**src/pulse_timer_pkg.sv**
```systemverilog
// Purpose: Shared constants for the 8-bit interval/PWM pulse timer
// Assumes: Byte-wide register port on the CPU memory map
// Notes: Mode field encodings and count clock divider widths
`default_nettype none

package pulse_timer_pkg;

  localparam logic [15:0] ADDR_PORT5_LATCH = 16'hFF05;
  localparam logic [15:0] ADDR_PORT5_DIR = 16'hFF25;
  localparam logic [15:0] ADDR_MODE = 16'hFF2A;
  localparam logic [15:0] ADDR_PERIOD = 16'hFF18;
  localparam logic [15:0] ADDR_DUTY = 16'hFF19;

  localparam logic [7:0] RST_PORT5_DIR = 8'hFF;
  localparam logic [7:0] RST_PORT5_LATCH = 8'h00;
  localparam logic [7:0] RST_MODE = 8'h00;
  localparam logic [7:0] RST_PERIOD = 8'h00;
  localparam logic [7:0] RST_DUTY = 8'h00;

  localparam int RUN_BIT = 7;
  localparam int TICK_SEL_HI = 6;
  localparam int TICK_SEL_LO = 4;
  localparam int OP_SEL_HI = 3;
  localparam int OP_SEL_LO = 2;
  localparam int IDLE_LEVEL_BIT = 1;
  localparam int DRIVE_EN_BIT = 0;

  localparam int TIMER_PIN = 2;

  localparam logic [2:0] TICK_DIV2 = 3'h0;
  localparam logic [2:0] TICK_DIV8 = 3'h1;
  localparam logic [2:0] TICK_DIV64 = 3'h2;
  localparam logic [2:0] TICK_DIV256 = 3'h3;
  localparam logic [2:0] TICK_DIV1024 = 3'h4;
  localparam logic [2:0] TICK_NEIGHBOUR = 3'h5;

  localparam int DIV2_BITS = 1;
  localparam int DIV8_BITS = 3;
  localparam int DIV64_BITS = 6;
  localparam int DIV256_BITS = 8;
  localparam int DIV1024_BITS = 10;

  localparam logic [1:0] OP_INTERVAL = 2'h0;
  localparam logic [1:0] OP_PWM = 2'h2;

  localparam logic [1:0] DUTY_SETTLE_TICKS = 2'h3;

  typedef enum logic {PHASE_PERIOD, PHASE_DUTY} cmp_phase_e;

endpackage : pulse_timer_pkg

`default_nettype wire

```
**src/pulse_timer.sv**
```systemverilog
// Purpose: 8-bit interval timer, square wave and PWM generator
// Assumes: CPU byte accesses on mclk; port pins come from outside the domain
// Notes: Period and mode must only be changed while the timer is stopped
`timescale 1ns/1ps
`default_nettype none

// How it works
// - Counter equal to period value raises interrupt and clears counter together.
// - Reset clears period, duty and mode registers to zero.
// - Interval mode ignores the duty value entirely.
// - A duty match never raises the interrupt.
// - Duty writes while running wait in a buffer until an active duty match.
// - A write in the transfer cycle cancels that transfer.
// - Bit 7 runs the counter; clearing it stops and zeroes the counter.
// - Bits 6..4 pick main clock /2, /8, /64, /256, /1024 or neighbour.
// - Bits 3..2 pick interval mode (00) or PWM mode (10).
// - Bit 1 sets idle output level; bit 0 enables timer output.
// - Interval mode with output enabled toggles output on every period match.
// - Interval interrupts repeat every period value plus one count clocks.
// - Counting begins one to two count clocks after enabling.
// - Stopping forces interrupt and output inactive.
// - PWM: period match sets output active; duty match sets it inactive.
// - A new duty value needs three count clocks before it transfers.
module pulse_timer
  import pulse_timer_pkg::*;
#(
  parameter int PRESCALE_W = 10
)
(
  input wire logic mclk,
  input wire logic resetn,
  input wire logic [15:0] reg_addr,
  input wire logic reg_wr,
  input wire logic [7:0] reg_wdata,
  input wire logic reg_rd,
  output logic [7:0] reg_rdata,
  input wire logic neighbour_out,
  input wire logic [7:0] port5_pin_in,
  output logic [7:0] port5_pin_out,
  output logic [7:0] port5_pin_oe,
  output logic period_match_irq
);

  import pulse_timer_pkg::*;

  logic [7:0] mode_r;
  logic [7:0] period_match_value_r;
  logic [7:0] duty_buf_r;
  logic [7:0] duty_act_r;
  logic duty_pending_r;
  logic [1:0] duty_age_r;
  logic [7:0] port5_direction_r;
  logic [7:0] port5_output_latch_r;
  logic [7:0] pin_meta_r;
  logic [7:0] pin_sync_r;
  logic [7:0] count_r;
  cmp_phase_e phase_r;
  logic start_mask_r;
  logic run_d_r;
  logic out_active_r;

  logic wr_mode;
  logic wr_period;
  logic wr_duty;
  logic wr_dir;
  logic wr_latch;
  logic count_run_enable;
  logic [2:0] tick_select;
  logic [1:0] op_select;
  logic idle_output_level;
  logic output_drive_enable;
  logic pwm_mode;
  logic tick;
  logic live_tick;
  logic period_hit;
  logic duty_hit;
  logic duty_transfer;
  logic pulse_output;

  assign wr_mode = reg_wr && (reg_addr == ADDR_MODE);
  assign wr_period = reg_wr && (reg_addr == ADDR_PERIOD);
  assign wr_duty = reg_wr && (reg_addr == ADDR_DUTY);
  assign wr_dir = reg_wr && (reg_addr == ADDR_PORT5_DIR);
  assign wr_latch = reg_wr && (reg_addr == ADDR_PORT5_LATCH);

  assign count_run_enable = mode_r[RUN_BIT];
  assign tick_select = mode_r[TICK_SEL_HI:TICK_SEL_LO];
  assign op_select = mode_r[OP_SEL_HI:OP_SEL_LO];
  assign idle_output_level = mode_r[IDLE_LEVEL_BIT];
  assign output_drive_enable = mode_r[DRIVE_EN_BIT];
  // Reserved mode codes behave as interval mode
  assign pwm_mode = (op_select == OP_PWM);

  tick_gen #(
    .PRESCALE_W(PRESCALE_W)
  ) u_tick_gen (
    .mclk(mclk),
    .resetn(resetn),
    .sel(tick_select),
    .neighbour_out(neighbour_out),
    .tick(tick)
  );

  // Registers

  always_ff @(posedge mclk)
  begin
    if (!resetn)
      mode_r <= RST_MODE;
    else if (wr_mode)
      mode_r <= reg_wdata;
  end

  always_ff @(posedge mclk)
  begin
    if (!resetn)
      period_match_value_r <= RST_PERIOD;
    else if (wr_period)
      period_match_value_r <= reg_wdata;
  end

  always_ff @(posedge mclk)
  begin
    if (!resetn)
      duty_buf_r <= RST_DUTY;
    else if (wr_duty)
      duty_buf_r <= reg_wdata;
  end

  always_ff @(posedge mclk)
  begin
    if (!resetn)
      port5_direction_r <= RST_PORT5_DIR;
    else if (wr_dir)
      port5_direction_r <= reg_wdata;
  end

  always_ff @(posedge mclk)
  begin
    if (!resetn)
      port5_output_latch_r <= RST_PORT5_LATCH;
    else if (wr_latch)
      port5_output_latch_r <= reg_wdata;
  end

  // Pin inputs cross in from outside the clock domain
  always_ff @(posedge mclk)
  begin
    if (!resetn)
    begin
      pin_meta_r <= 8'h00;
      pin_sync_r <= 8'h00;
    end
    else
    begin
      pin_meta_r <= port5_pin_in;
      pin_sync_r <= pin_meta_r;
    end
  end

  // Start control: first count clock after enabling is swallowed

  always_ff @(posedge mclk)
  begin
    if (!resetn)
      run_d_r <= 1'b0;
    else
      run_d_r <= count_run_enable;
  end

  always_ff @(posedge mclk)
  begin
    if (!resetn)
      start_mask_r <= 1'b0;
    else if (!count_run_enable)
      start_mask_r <= 1'b0;
    else if (!run_d_r)
      start_mask_r <= 1'b1;
    else if (tick)
      start_mask_r <= 1'b0;
  end

  assign live_tick = count_run_enable && run_d_r && !start_mask_r && tick;

  // Compare events

  assign period_hit = live_tick && (phase_r == PHASE_PERIOD)
    && (count_r == period_match_value_r);
  assign duty_hit = live_tick && pwm_mode && (phase_r == PHASE_DUTY)
    && (count_r == duty_act_r);

  // Counter

  always_ff @(posedge mclk)
  begin
    if (!resetn)
      count_r <= 8'h00;
    else if (!count_run_enable)
      count_r <= 8'h00;
    else if (period_hit)
      count_r <= 8'h00;
    else if (live_tick)
      count_r <= count_r + 8'h01;
  end

  // Which compare value the counter is checked against

  always_ff @(posedge mclk)
  begin
    if (!resetn)
      phase_r <= PHASE_PERIOD;
    else if (!count_run_enable || !pwm_mode)
      phase_r <= PHASE_PERIOD;
    else
    begin
      case (phase_r)
        PHASE_PERIOD:
          if (period_hit)
            phase_r <= PHASE_DUTY;
        PHASE_DUTY:
          if (duty_hit)
            phase_r <= PHASE_PERIOD;
        default:
          phase_r <= PHASE_PERIOD;
      endcase
    end
  end

  // Duty buffering

  // A pending value may move only after enough count clocks since the write
  assign duty_transfer = duty_hit && duty_pending_r
    && (duty_age_r == DUTY_SETTLE_TICKS) && !wr_duty;

  always_ff @(posedge mclk)
  begin
    if (!resetn)
      duty_act_r <= RST_DUTY;
    else if (wr_duty && !count_run_enable)
      duty_act_r <= reg_wdata;
    else if (duty_transfer)
      duty_act_r <= duty_buf_r;
  end

  always_ff @(posedge mclk)
  begin
    if (!resetn)
      duty_pending_r <= 1'b0;
    else if (wr_duty)
      duty_pending_r <= count_run_enable;
    else if (duty_transfer)
      duty_pending_r <= 1'b0;
  end

  always_ff @(posedge mclk)
  begin
    if (!resetn)
      duty_age_r <= 2'h0;
    else if (wr_duty)
      duty_age_r <= 2'h0;
    else if (live_tick && duty_age_r != DUTY_SETTLE_TICKS)
      duty_age_r <= duty_age_r + 2'h1;
  end

  // Timer output flip-flop, held as active/inactive

  always_ff @(posedge mclk)
  begin
    if (!resetn)
      out_active_r <= 1'b0;
    else if (!count_run_enable)
      out_active_r <= 1'b0;
    else if (pwm_mode)
    begin
      if (period_hit)
        out_active_r <= 1'b1;
      else if (duty_hit)
        out_active_r <= 1'b0;
    end
    else if (period_hit && output_drive_enable)
      out_active_r <= ~out_active_r;
  end

  assign pulse_output = out_active_r ^ idle_output_level;

  // Interrupt request: one mclk pulse per period match, duty matches excluded

  always_ff @(posedge mclk)
  begin
    if (!resetn)
      period_match_irq <= 1'b0;
    else
      period_match_irq <= count_run_enable && period_hit;
  end

  // Port 5 pins; with output enabled, the shared pin carries the timer output ANDed with the inverted latch bit

  always_ff @(posedge mclk)
  begin
    if (!resetn)
    begin
      port5_pin_out <= RST_PORT5_LATCH;
      port5_pin_oe <= ~RST_PORT5_DIR;
    end
    else
    begin
      port5_pin_oe <= ~port5_direction_r;
      for (int i = 0; i < 8; i++)
      begin
        if (i == TIMER_PIN && output_drive_enable)
          port5_pin_out[i] <= pulse_output & ~port5_output_latch_r[i];
        else
          port5_pin_out[i] <= port5_output_latch_r[i];
      end
    end
  end

  // Read data, valid the cycle after reg_rd

  always_ff @(posedge mclk)
  begin
    if (!resetn)
      reg_rdata <= 8'h00;
    else if (reg_rd)
    begin
      case (reg_addr)
        ADDR_MODE: reg_rdata <= mode_r;
        ADDR_PERIOD: reg_rdata <= period_match_value_r;
        ADDR_DUTY: reg_rdata <= duty_buf_r;
        ADDR_PORT5_DIR: reg_rdata <= port5_direction_r;
        ADDR_PORT5_LATCH:
        begin
          for (int i = 0; i < 8; i++)
            reg_rdata[i] <= port5_direction_r[i] ? pin_sync_r[i] : port5_output_latch_r[i];
        end
        default: reg_rdata <= 8'h00;
      endcase
    end
  end

endmodule : pulse_timer

`default_nettype wire

```
**src/tick_gen.sv**
```systemverilog
// Purpose: Count clock enable from main clock prescaler or neighbour timer
// Assumes: Neighbour timer output is logic on the same mclk
// Notes: Prescaler runs freely, so the first tick after start may come early
`timescale 1ns/1ps
`default_nettype none

module tick_gen
  import pulse_timer_pkg::*;
#(
  parameter int PRESCALE_W = 10
)
(
  input wire logic mclk,
  input wire logic resetn,
  input wire logic [2:0] sel,
  input wire logic neighbour_out,
  output logic tick
);

  logic [PRESCALE_W-1:0] pre_r;
  logic nb_d_r;
  logic tick_nxt;

  always_ff @(posedge mclk)
  begin
    if (!resetn)
      pre_r <= '0;
    else
      pre_r <= pre_r + 1'b1;
  end

  always_ff @(posedge mclk)
  begin
    if (!resetn)
      nb_d_r <= 1'b0;
    else
      nb_d_r <= neighbour_out;
  end

  // One pulse per selected divided period; reserved codes give no ticks
  always_comb
  begin
    case (sel)
      TICK_DIV2: tick_nxt = &pre_r[DIV2_BITS-1:0];
      TICK_DIV8: tick_nxt = &pre_r[DIV8_BITS-1:0];
      TICK_DIV64: tick_nxt = &pre_r[DIV64_BITS-1:0];
      TICK_DIV256: tick_nxt = &pre_r[DIV256_BITS-1:0];
      TICK_DIV1024: tick_nxt = &pre_r[DIV1024_BITS-1:0];
      TICK_NEIGHBOUR: tick_nxt = neighbour_out & ~nb_d_r;
      default: tick_nxt = 1'b0;
    endcase
  end

  always_ff @(posedge mclk)
  begin
    if (!resetn)
      tick <= 1'b0;
    else
      tick <= tick_nxt;
  end

endmodule : tick_gen

`default_nettype wire
```
**config.mk**
```make
export PLATFORM = sky130hd
export DESIGN_NAME = pulse_timer
export DESIGN_NICKNAME = d
export VERILOG_FILES = /design/src/pulse_timer_pkg.sv /design/src/pulse_timer.sv /design/src/tick_gen.sv
export SDC_FILE = /design/constraint.sdc
export NUM_CORES = 1
export LEC_CHECK = 0
export BUFFER_PORTS_ARGS = -buffer_cell sky130_fd_sc_hd__buf_2
export CORE_MARGIN = 3
export CORE_UTILIZATION = 50
export DETAILED_ROUTE_END_ITERATION = 8
export GPL_TIMING_DRIVEN = 0
export PLACE_DENSITY = 0.78
export SLEW_MARGIN = 20
export SYNTH_ARGS = -nofsm -noshare
export SYNTH_HDL_FRONTEND = slang
export SYNTH_HIERARCHICAL = 1
export SYNTH_SLANG_ARGS = --single-unit
```
**constraint.sdc**
```tcl
create_clock -name mclk -period 2.5 [get_ports mclk]
set_input_delay 0.375 -clock mclk [delete_from_list [all_inputs] [get_ports mclk]]
set_output_delay 0.375 -clock mclk [all_outputs]
set_load 0.03 [all_outputs]
```
Yosys cells after proc, flatten, opt, wreduce, memory -nomap -nowiden
Index checks and enable logic that the tools add are counted.
Widths: inputs -> output; s select.
Storage, ports and cells
  register bits: 116
  input port bits: 37
  output and inout port bits: 25
  logic and storage cells: 114
Operators by class
  eq/ne operators: 17
  bitwise logic cells: 10
  reduce and logical (&&, ||, !) cells: 38
  mux-type cells: 24
  $add $sub $neg: 3
Operator list (number)
  $eq 16x16->1 const B: 5
  $pmux 8 s5: 1
  $logic_and 1x1->1: 20
  $mux 1: 19
  $eq 8x8->1: 2
  $mux 8: 2
  $add 10x1->10 const B: 1
  $reduce_and 10->1: 1
  $add 8x1->8 const B: 1
  $not 8->8: 1
  $reduce_and 8->1: 1
  $eq 3x2->1 const B: 2
  $eq 3x3->1 const B: 2
  $not 1->1: 6
  $pmux 1 s6: 1
  $reduce_and 6->1: 1
  $reduce_bool 2->1: 3
  $eq 2x2->1 const B: 2
  $logic_not 1->1: 4
  $reduce_and 2->1: 2
  $reduce_or 2->1: 2
  $eq 3x1->1 const B: 1
  $logic_not 3->1: 1
  $ne 3x1->1 const B: 1
  other kinds (9): 10

Logic depth before layout (Yosys ltp)
Gate-level depths: netlist of run 1.
  depth after elaboration: 11
  depth in mapped cells: 7
  depth with buffers taken out: 5

Modules after synthesis
Netlist of run 1, hierarchy kept.
By module, submodules not included
  pulse_timer: cells each 483, times used 1, area each 4448.0 µm², seq. area each 2082.0 µm²
  tick_gen: cells each 57, times used 1, area each 529.3 µm², seq. area each 240.2 µm²

Least setup slack after synthesis of run 1
No wires, ideal clock.
  path type: input port to flip-flop
  from: in reg_addr[5]
  to: reg period_match_value_r[0]
  cell stages on the path: 5
  setup time: 116 ps
  path slack: 737 ps
  data required time: 2384 ps
  arrival: 1647 ps
  cell sequence: and4bb_2 -> nand4_4 -> nor4_4 -> mux2i_1 -> nor2b_1
On the way
  word-level cells in the longest chain between the ends: 2
RTL lines
  start: declaration: RTL line pulse_timer.sv:32  | input wire logic [15:0] reg_addr,
  $eq 16x16->1: RTL line pulse_timer.sv:81  | assign wr_period = reg_wr && (reg_addr == ADDR_PERIOD);
  $logic_and 1x1->1: RTL line pulse_timer.sv:81
  end signal: assignment: RTL line pulse_timer.sv:119  | period_match_value_r <= reg_wdata;
  end: declaration: RTL line pulse_timer.sv:47  | logic [7:0] period_match_value_r;
No other way between the ends.
A chain may end at the register's enable or synchronous reset.

Worst setup path after layout of run 1
  from: reg mode_r[7]
  to: reg duty_act_r[2]
On the way
  word-level cells in the longest chain between the ends: 10
  elaborated cells between the ends (all ways): 13
  those cells by class: 1 x mux; 12 x reduce/logical
RTL lines
  start: declaration: RTL line pulse_timer.sv:46  | logic [7:0] mode_r;
  start signal: assignment: RTL line pulse_timer.sv:111  | mode_r <= reg_wdata;
  $logic_and 1x1->1 (3 in a row): RTL line pulse_timer.sv:183  | assign live_tick = count_run_enable && run_d_r && !start_mask_r && tick;
  $logic_and 1x1->1 (2 in a row): RTL line pulse_timer.sv:189  | assign duty_hit = live_tick && pwm_mode && (phase_r == PHASE_DUTY)
  $logic_and 1x1->1: RTL line pulse_timer.sv:190  | && (count_r == duty_act_r);
  $logic_and 1x1->1: RTL line pulse_timer.sv:232  | assign duty_transfer = duty_hit && duty_pending_r
  $logic_and 1x1->1 (2 in a row): RTL line pulse_timer.sv:233  | && (duty_age_r == DUTY_SETTLE_TICKS) && !wr_duty;
  $reduce_bool 2->1 (no source line)
  end signal: assignment: RTL line pulse_timer.sv:240  | duty_act_r <= reg_wdata;
  end signal: assignment: RTL line pulse_timer.sv:242  | duty_act_r <= duty_buf_r;
  end: declaration: RTL line pulse_timer.sv:49  | logic [7:0] duty_act_r;
Several ways; a longest one is shown, not always the timed one.

==> results of run 1 <==
==> cells in the mapped netlist (all sizes together), types with 2 or more instances <==
cell type,count
or3,4
nor4,12
nor4b,2
a211oi,9
o31ai,2
ha,4
nand2b,13
xor2,14
xnor2,13
o21ai,40
mux2i,32
and3,2
and4bb,2
and4b,3
a31oi,8
nand4b,2
nand4,11
a21boi,17
nor2,20
nor3,10
o21a,8
a21oi,11
nor2b,29
dfxtp,116
buf,9
nand3,15
or4,3
nand2,63
and4,4
clkbuf,21
and2,26
inv,4
==> registers in the layout, indices dropped and copies added, names as in the netlist, 2 cells and up <==
signal	count
reg_rdata	8
mode_r	8
period_match_value_r	8
duty_buf_r	8
port5_direction_r	8
port5_pin_oe	8
port5_pin_out	8
count_r	8
port5_output_latch_r	8
pin_meta_r	8
duty_act_r	8
pin_sync_r	8
duty_age_r	2
u_tick_gen/pre_r	10
==> critical path, stage by stage, from the launching register on <==
cell,delay [ns]
dfxtp_1,0.30
buf_4,0.16
nand4b_2,0.20
nor4_1,0.56
nand4_1,0.44
nor4_1,0.40
nor3_1,0.07
==> worst paths after layout <==
path	startpoint	cells after the start	slack [ns]	end
hold / removal	port5_pin_in[3]	2	0.06	pin_meta_r[3]
setup reg to reg	mode_r[7]	6	0.25	duty_act_r[2]
hold reg to reg	pin_meta_r[5]	1	0.43	pin_sync_r[5]
setup / recovery	mode_r[7]	6	0.25	duty_act_r[2]
==> routing by layer <==
layer,vias up,share of wire
li1,2059,-
met5,-,0
met2,118,0.50
met3,23,0.048
met1,2007,0.43
met4,0,0.022
==> cells by family after synthesis <==
kind of cell | Yosys count | share of synthesized area
adders and majority gates | 4 | 0.0101
and+or+nand+nor | 226 | 0.258
muxes | 32 | 0.0644
buffers and inverters | 35 | 0.0289
DFF | 116 | 0.467
AOI/OAI and AO/OA | 100 | 0.124
xor gates and xnor gates | 27 | 0.0475
==> cell type report <==
class,count,share of cell area
Buffer,30,0.0208
Sequential cell,116,0.387
Timing Repair Buffer,61,0.0508
Clock inverter,14,0.0238
Clock buffer,18,0.0696
Tap cell,129,0.0269
Inverter,5,0.00313
Multi-Input combinational cell,389,0.418
==> report_power, final <==
group	internal (mW)	total (mW)	leakage [nW]	switching, mW
registers	1.87	1.89	0.940	0.0129
logic	0.0741	0.188	1.16	0.114
clock network	1.35	2.28	0.266	0.935
total	3.29	4.36	2.37	1.06
==> through the flow <==
stage               setup WS [ns]  power, mW   util  std cells  hold slack [ns]
finish                      0.245       4.36  0.635        762           0.0608
global route                0.136       4.49  0.635        762           0.0542
CTS                         0.289       4.36  0.635        762           0.0459
detailed placement          0.184       2.11  0.576        730            0.420
global placement            0.258       2.11  0.576        730            0.414
floorplan                   0.737       2.02      -        540            0.412
==> layout by cell type, fill, tap and decap left out, types with 3 or more instances in the layout <==
cell type	n
a211oi_1	9
a21boi_0	17
a21oi_1	11
a31oi_1	8
and2_1	26
and4_1	4
and4b_1	3
buf_2	68
clkbuf_1	22
clkbuf_16	16
clkinvlp_4	3
dfxtp_1	116
ha_1	4
inv_1	4
inv_6	7
mux2i_1	32
nand2_1	63
nand2b_1	13
nand3_1	15
nand4_1	9
nor2_1	20
nor2b_1	29
nor3_1	10
nor4_1	11
o21a_1	8
o21ai_0	39
or4_1	3
xnor2_1	13
xor2_1	14
==> results.cfg, run 1 <==
[run_status]
status = completed

[route]
drt-total-wl_mm = 12.6
avgRoutedWirePerCell_um = 16.5
drtPass1Iterations = 5
drc = 0
ant_nets = 0
viasPerCell = 5.52
vias = 4207
first_iter_violations = 308

[global_routing]
met3_usage = 0.0551
grt_pass1_wl_mm = 20.8
top_usage_layer = met2
antenna_found_initial = 0
use_met2 = 0.397
use_met1 = 0.289
grt.total_usage = 0.235
grt_max_degree = 17
grt_pass1_vias = 4186
grt_overflow_total = 0

[die]
die_y_um = 106
initial_core_util = 0.526
die_x_um = 106
dieArea_sq_um = 11200
io_pins = 62
core_area_sq_um = 9460
placementRows = 35

[sta]
relSlewSlack = 0.457
finalHoldViolCount = 0
finalCritPeriodShare = 0.902
setup_tns_ns = 0
setup_viol = 0
clock_skew_ns = 0.00767
fmax_mhz = 443
worstMarginPinSlew_ns = 0.808
drv_slew = 0
rsz0062_at_grt = no
post-route-min-period_ns = 2.25

[clocking]
hold_buffers = 0
cts_max_level = 4
post_cts_buffers = 0
clockBufferDepth = 2
clock_sinks = 116
clk_pin_slew_ns = 0.06
cts_root_buf = clkbuf_8
cts_made_buffers = 17
insertion_delay_ns = 0.52
cts-resized-gates = 0
cts_tree = done

[layout]
multi_input_area_sq_um = 2510
fillCellCount = 807
drive_above_1_share = 0.172
diodes = 0
seqCellArea_sq_um = 2320
nNetsFinal = 661
final_area_sq_um = 6000
area_growth_pct = 20.6

[worst_setup_path]
worst_ep_required_time_ns = 2.89
cp-start-kind = flop
arrival_ns = 2.65
end_kind = flop
crit_path_max_fanout = 9
path_class = reg2reg

[place]
port_buffers = 61
dpl_cell_area_sq_um = 5440
post-dp-hpwl_mm = 9.15
place.gp.congestion = 0.895

[synthesis]
avgSynthCellArea_sq_um = 9.22
synth_async_sr_flop_share = 0
syn_nets = 581
syn-cell-area_sq_um = 4980
yosysSeqAreaShare = 0.467
yosysTopAreaCellShare = 0.467
syn-instance-count = 540
yosys_most_used_dff = dfxtp_1
synth-seq-cells = 116
yosys.area.top_type = dfxtp_1
yosysWarnings = 6
synth_area_leaders = dfxtp_1 47%, mux2i_1 6.4%, nand2_1 4.8%
synth_edf_count = 0
synthDistinctLibCells = 51

[worst_hold_path]
holdCritPathClass = in2reg

[power_and_ir_drop]
powerDensity_nw_per_um2 = 725
peakVddDrop_mv = 0.505
power.leakage_nw = 2.37

[job]
cap_violations = 0
Power figures use the tool's default switching activity.
==> run 2, diff against run 1 <==
CORE_ASPECT_RATIO = 2   (was not set)
==> run 2 against run 1 <==
Worst hold slack improved by 0.11 ns. Critical endpoint is now duty_act_r[1]. Critical path depth stayed put. Clock power rose by 4%. Sequential power is essentially flat. Die area grew 0.65%. Wire length up 6.0%. Sequential share of layout area shrank 0.21 points. Worst setup slack gained 0.026 ns. Highest routed layer unchanged. Clock skew about the same. Register-to-register slack gained 0.03 ns. Largest cell class unchanged. Cell count unchanged. Utilization about the same.
==> results.cfg, run 2 (synthesis gave the netlist of run 1 again) <==
[sta]
relSlewSlack = 0.436
setup_viol = 0
drv_slew = 0
setup_tns_ns = 0
fmax_mhz = 449
finalHoldViolCount = 0
rsz0062_at_grt = no
clock_skew_ns = 0.00753
worstMarginPinSlew_ns = 0.840
finalCritPeriodShare = 0.892
post-route-min-period_ns = 2.23

[die]
placementRows = 50
initial_core_util = 0.523
dieArea_sq_um = 11300
core_area_sq_um = 9510
die_y_um = 147
die_x_um = 76.6
io_pins = 62

[global_routing]
grt.total_usage = 0.246
grt_pass1_vias = 4481
grt_overflow_total = 0
grt_pass1_wl_mm = 21.4
antenna_found_initial = 0
grt_max_degree = 17

[worst_hold_path]
holdCritPathClass = in2reg

[worst_setup_path]
r2r_slack_ns = 0.27
arrival_ns = 2.51
critPathCapture = duty_act_r[1]
cp-start-kind = flop
worstRegToRegCells = 6
r2r-start = mode_r[7]
end_kind = flop
critPathLaunch = mode_r[7]
path_class = reg2reg
worstReg2RegEnd = duty_act_r[1]
worst_ep_required_time_ns = 2.78
crit_path_max_fanout = 9

[route]
drt-total-wl_mm = 13.3
viasPerCell = 5.61
drtPass1Iterations = 5
ant_nets = 0
first_iter_violations = 192
drc = 0
avgRoutedWirePerCell_um = 17.5
vias = 4275

[clocking]
post_cts_buffers = 0
clock_sinks = 116
hold_buffers = 0
insertion_delay_ns = 0.41
clk_pin_slew_ns = 0.05
cts_made_buffers = 17
cts_max_level = 4
clockBufferDepth = 2
cts_tree = done
cts_root_buf = clkbuf_16

[layout]
nNetsFinal = 661
drive_above_1_share = 0.172
final_util = 0.635
largest_reg_flops = 10
area_growth_pct = 21.3
final_common_cell = dfxtp_1
diodes = 0
layout_common_cells = 116 x dfxtp_1, 68 x buf_2, 63 x nand2_1
top_register = u_tick_gen/pre_r

[run_status]
status = completed

[power_and_ir_drop]
combPwrFrac = 0.043
peakVddDrop_mv = 0.730
powerDensity_nw_per_um2 = 737
power.leakage_nw = 2.37
p_sw_frac = 0.222
power.switching_uw = 989
pwr-share-seq = 0.424
clkPwrFrac = 0.534
power.internal_mw = 3.46

[job]
cap_violations = 0

[place]
place.gp.congestion = 0.876
port_buffers = 61
post-dp-hpwl_mm = 9.92
run 2: cell count changes in the layout (fill, tap and decap cells not counted):
cell / delta
nor4_2: +1
clkinv_2: +1
clkbuf_8: +1
inv_8: -1
bufinv_16: +1
nor4_1: -1
inv_6: -6
clkbuf_16: +1
clkinvlp_4: +2
run 2: how the worst min path moves through the flow:
stage	startpoint	end	slack (ns)	cells past startpoint
global route	port5_pin_in[3]	pin_meta_r[3]	0.17	2
CTS	port5_pin_in[0]	pin_meta_r[0]	0.16	2
floorplan	pin_meta_r[0]	pin_sync_r[0]	0.41	1
detailed placement	pin_meta_r[2]	pin_sync_r[2]	0.42	1
finish	port5_pin_in[6]	pin_meta_r[6]	0.17	2
global placement	pin_meta_r[4]	pin_sync_r[4]	0.41	1
run 2: critical path: stages, from the launching register on:
cell      delay (ns)
dfxtp_1         0.30
buf_4           0.17
nand4b_2        0.25
nor4_2          0.49
nand4_1         0.40
nor4_1          0.39
nor3_1          0.10
run 2: routing by layer:
layer  share of wire  vias up  track usage  routed length [um]
met5               0        -            0                   0
met4           0.054        0        0.178                 721
met3           0.041       52       0.0558                 542
met2            0.56      143        0.475                7530
met1            0.34     2024        0.213                4550
li1                -     2056            -                   -
run 2: power by group through the flow:
| stage | sequential [mW] | clock, mW | combinational (mW) |
|---|---|---|---|
| final | 1.89 | 2.37 | 0.190 |
| after global placement | 1.92 | 0 | 0.183 |
| after global routing | 1.89 | 2.46 | 0.206 |
| after CTS | 1.89 | 2.39 | 0.189 |
| after detailed placement | 1.93 | 0 | 0.188 |
| after floorplan | 1.93 | 0 | 0.0877 |
run 2: repair_timing:
| action | CTS | global route |
|---|---|---|
| gates resized for setup | 0 | 1 |
| hold endpoints to repair | 0 | 0 |
| setup endpoints to repair | 0 | 2 |
run 2: final cells by class:
class / instances / area [sq um]
clock inverter: 11 / 129
sequential: 116 / 2320
multi-input combinational: 389 / 2520
inverter: 5 / 18.8
fill: 823 / 3470
tap: 130 / 163
buffer: 30 / 125
clock buffer: 20 / 457
timing repair buffer: 61 / 305
run 2: per-stage QoR:
stage          area (sq um)  std cells  total power, mW  setup slack, ns  hold slack [ns]
6_report               6040        762             4.45            0.271            0.170
5_1_grt                6040        762             4.56           0.0772            0.172
2_1_floorplan          4980        540             2.02            0.737            0.412
3_3_place_gp           5450        731             2.11            0.142            0.413
4_1_cts                6030        762             4.47            0.177            0.161
3_5_place_dp           5450        731             2.11           0.0305            0.423
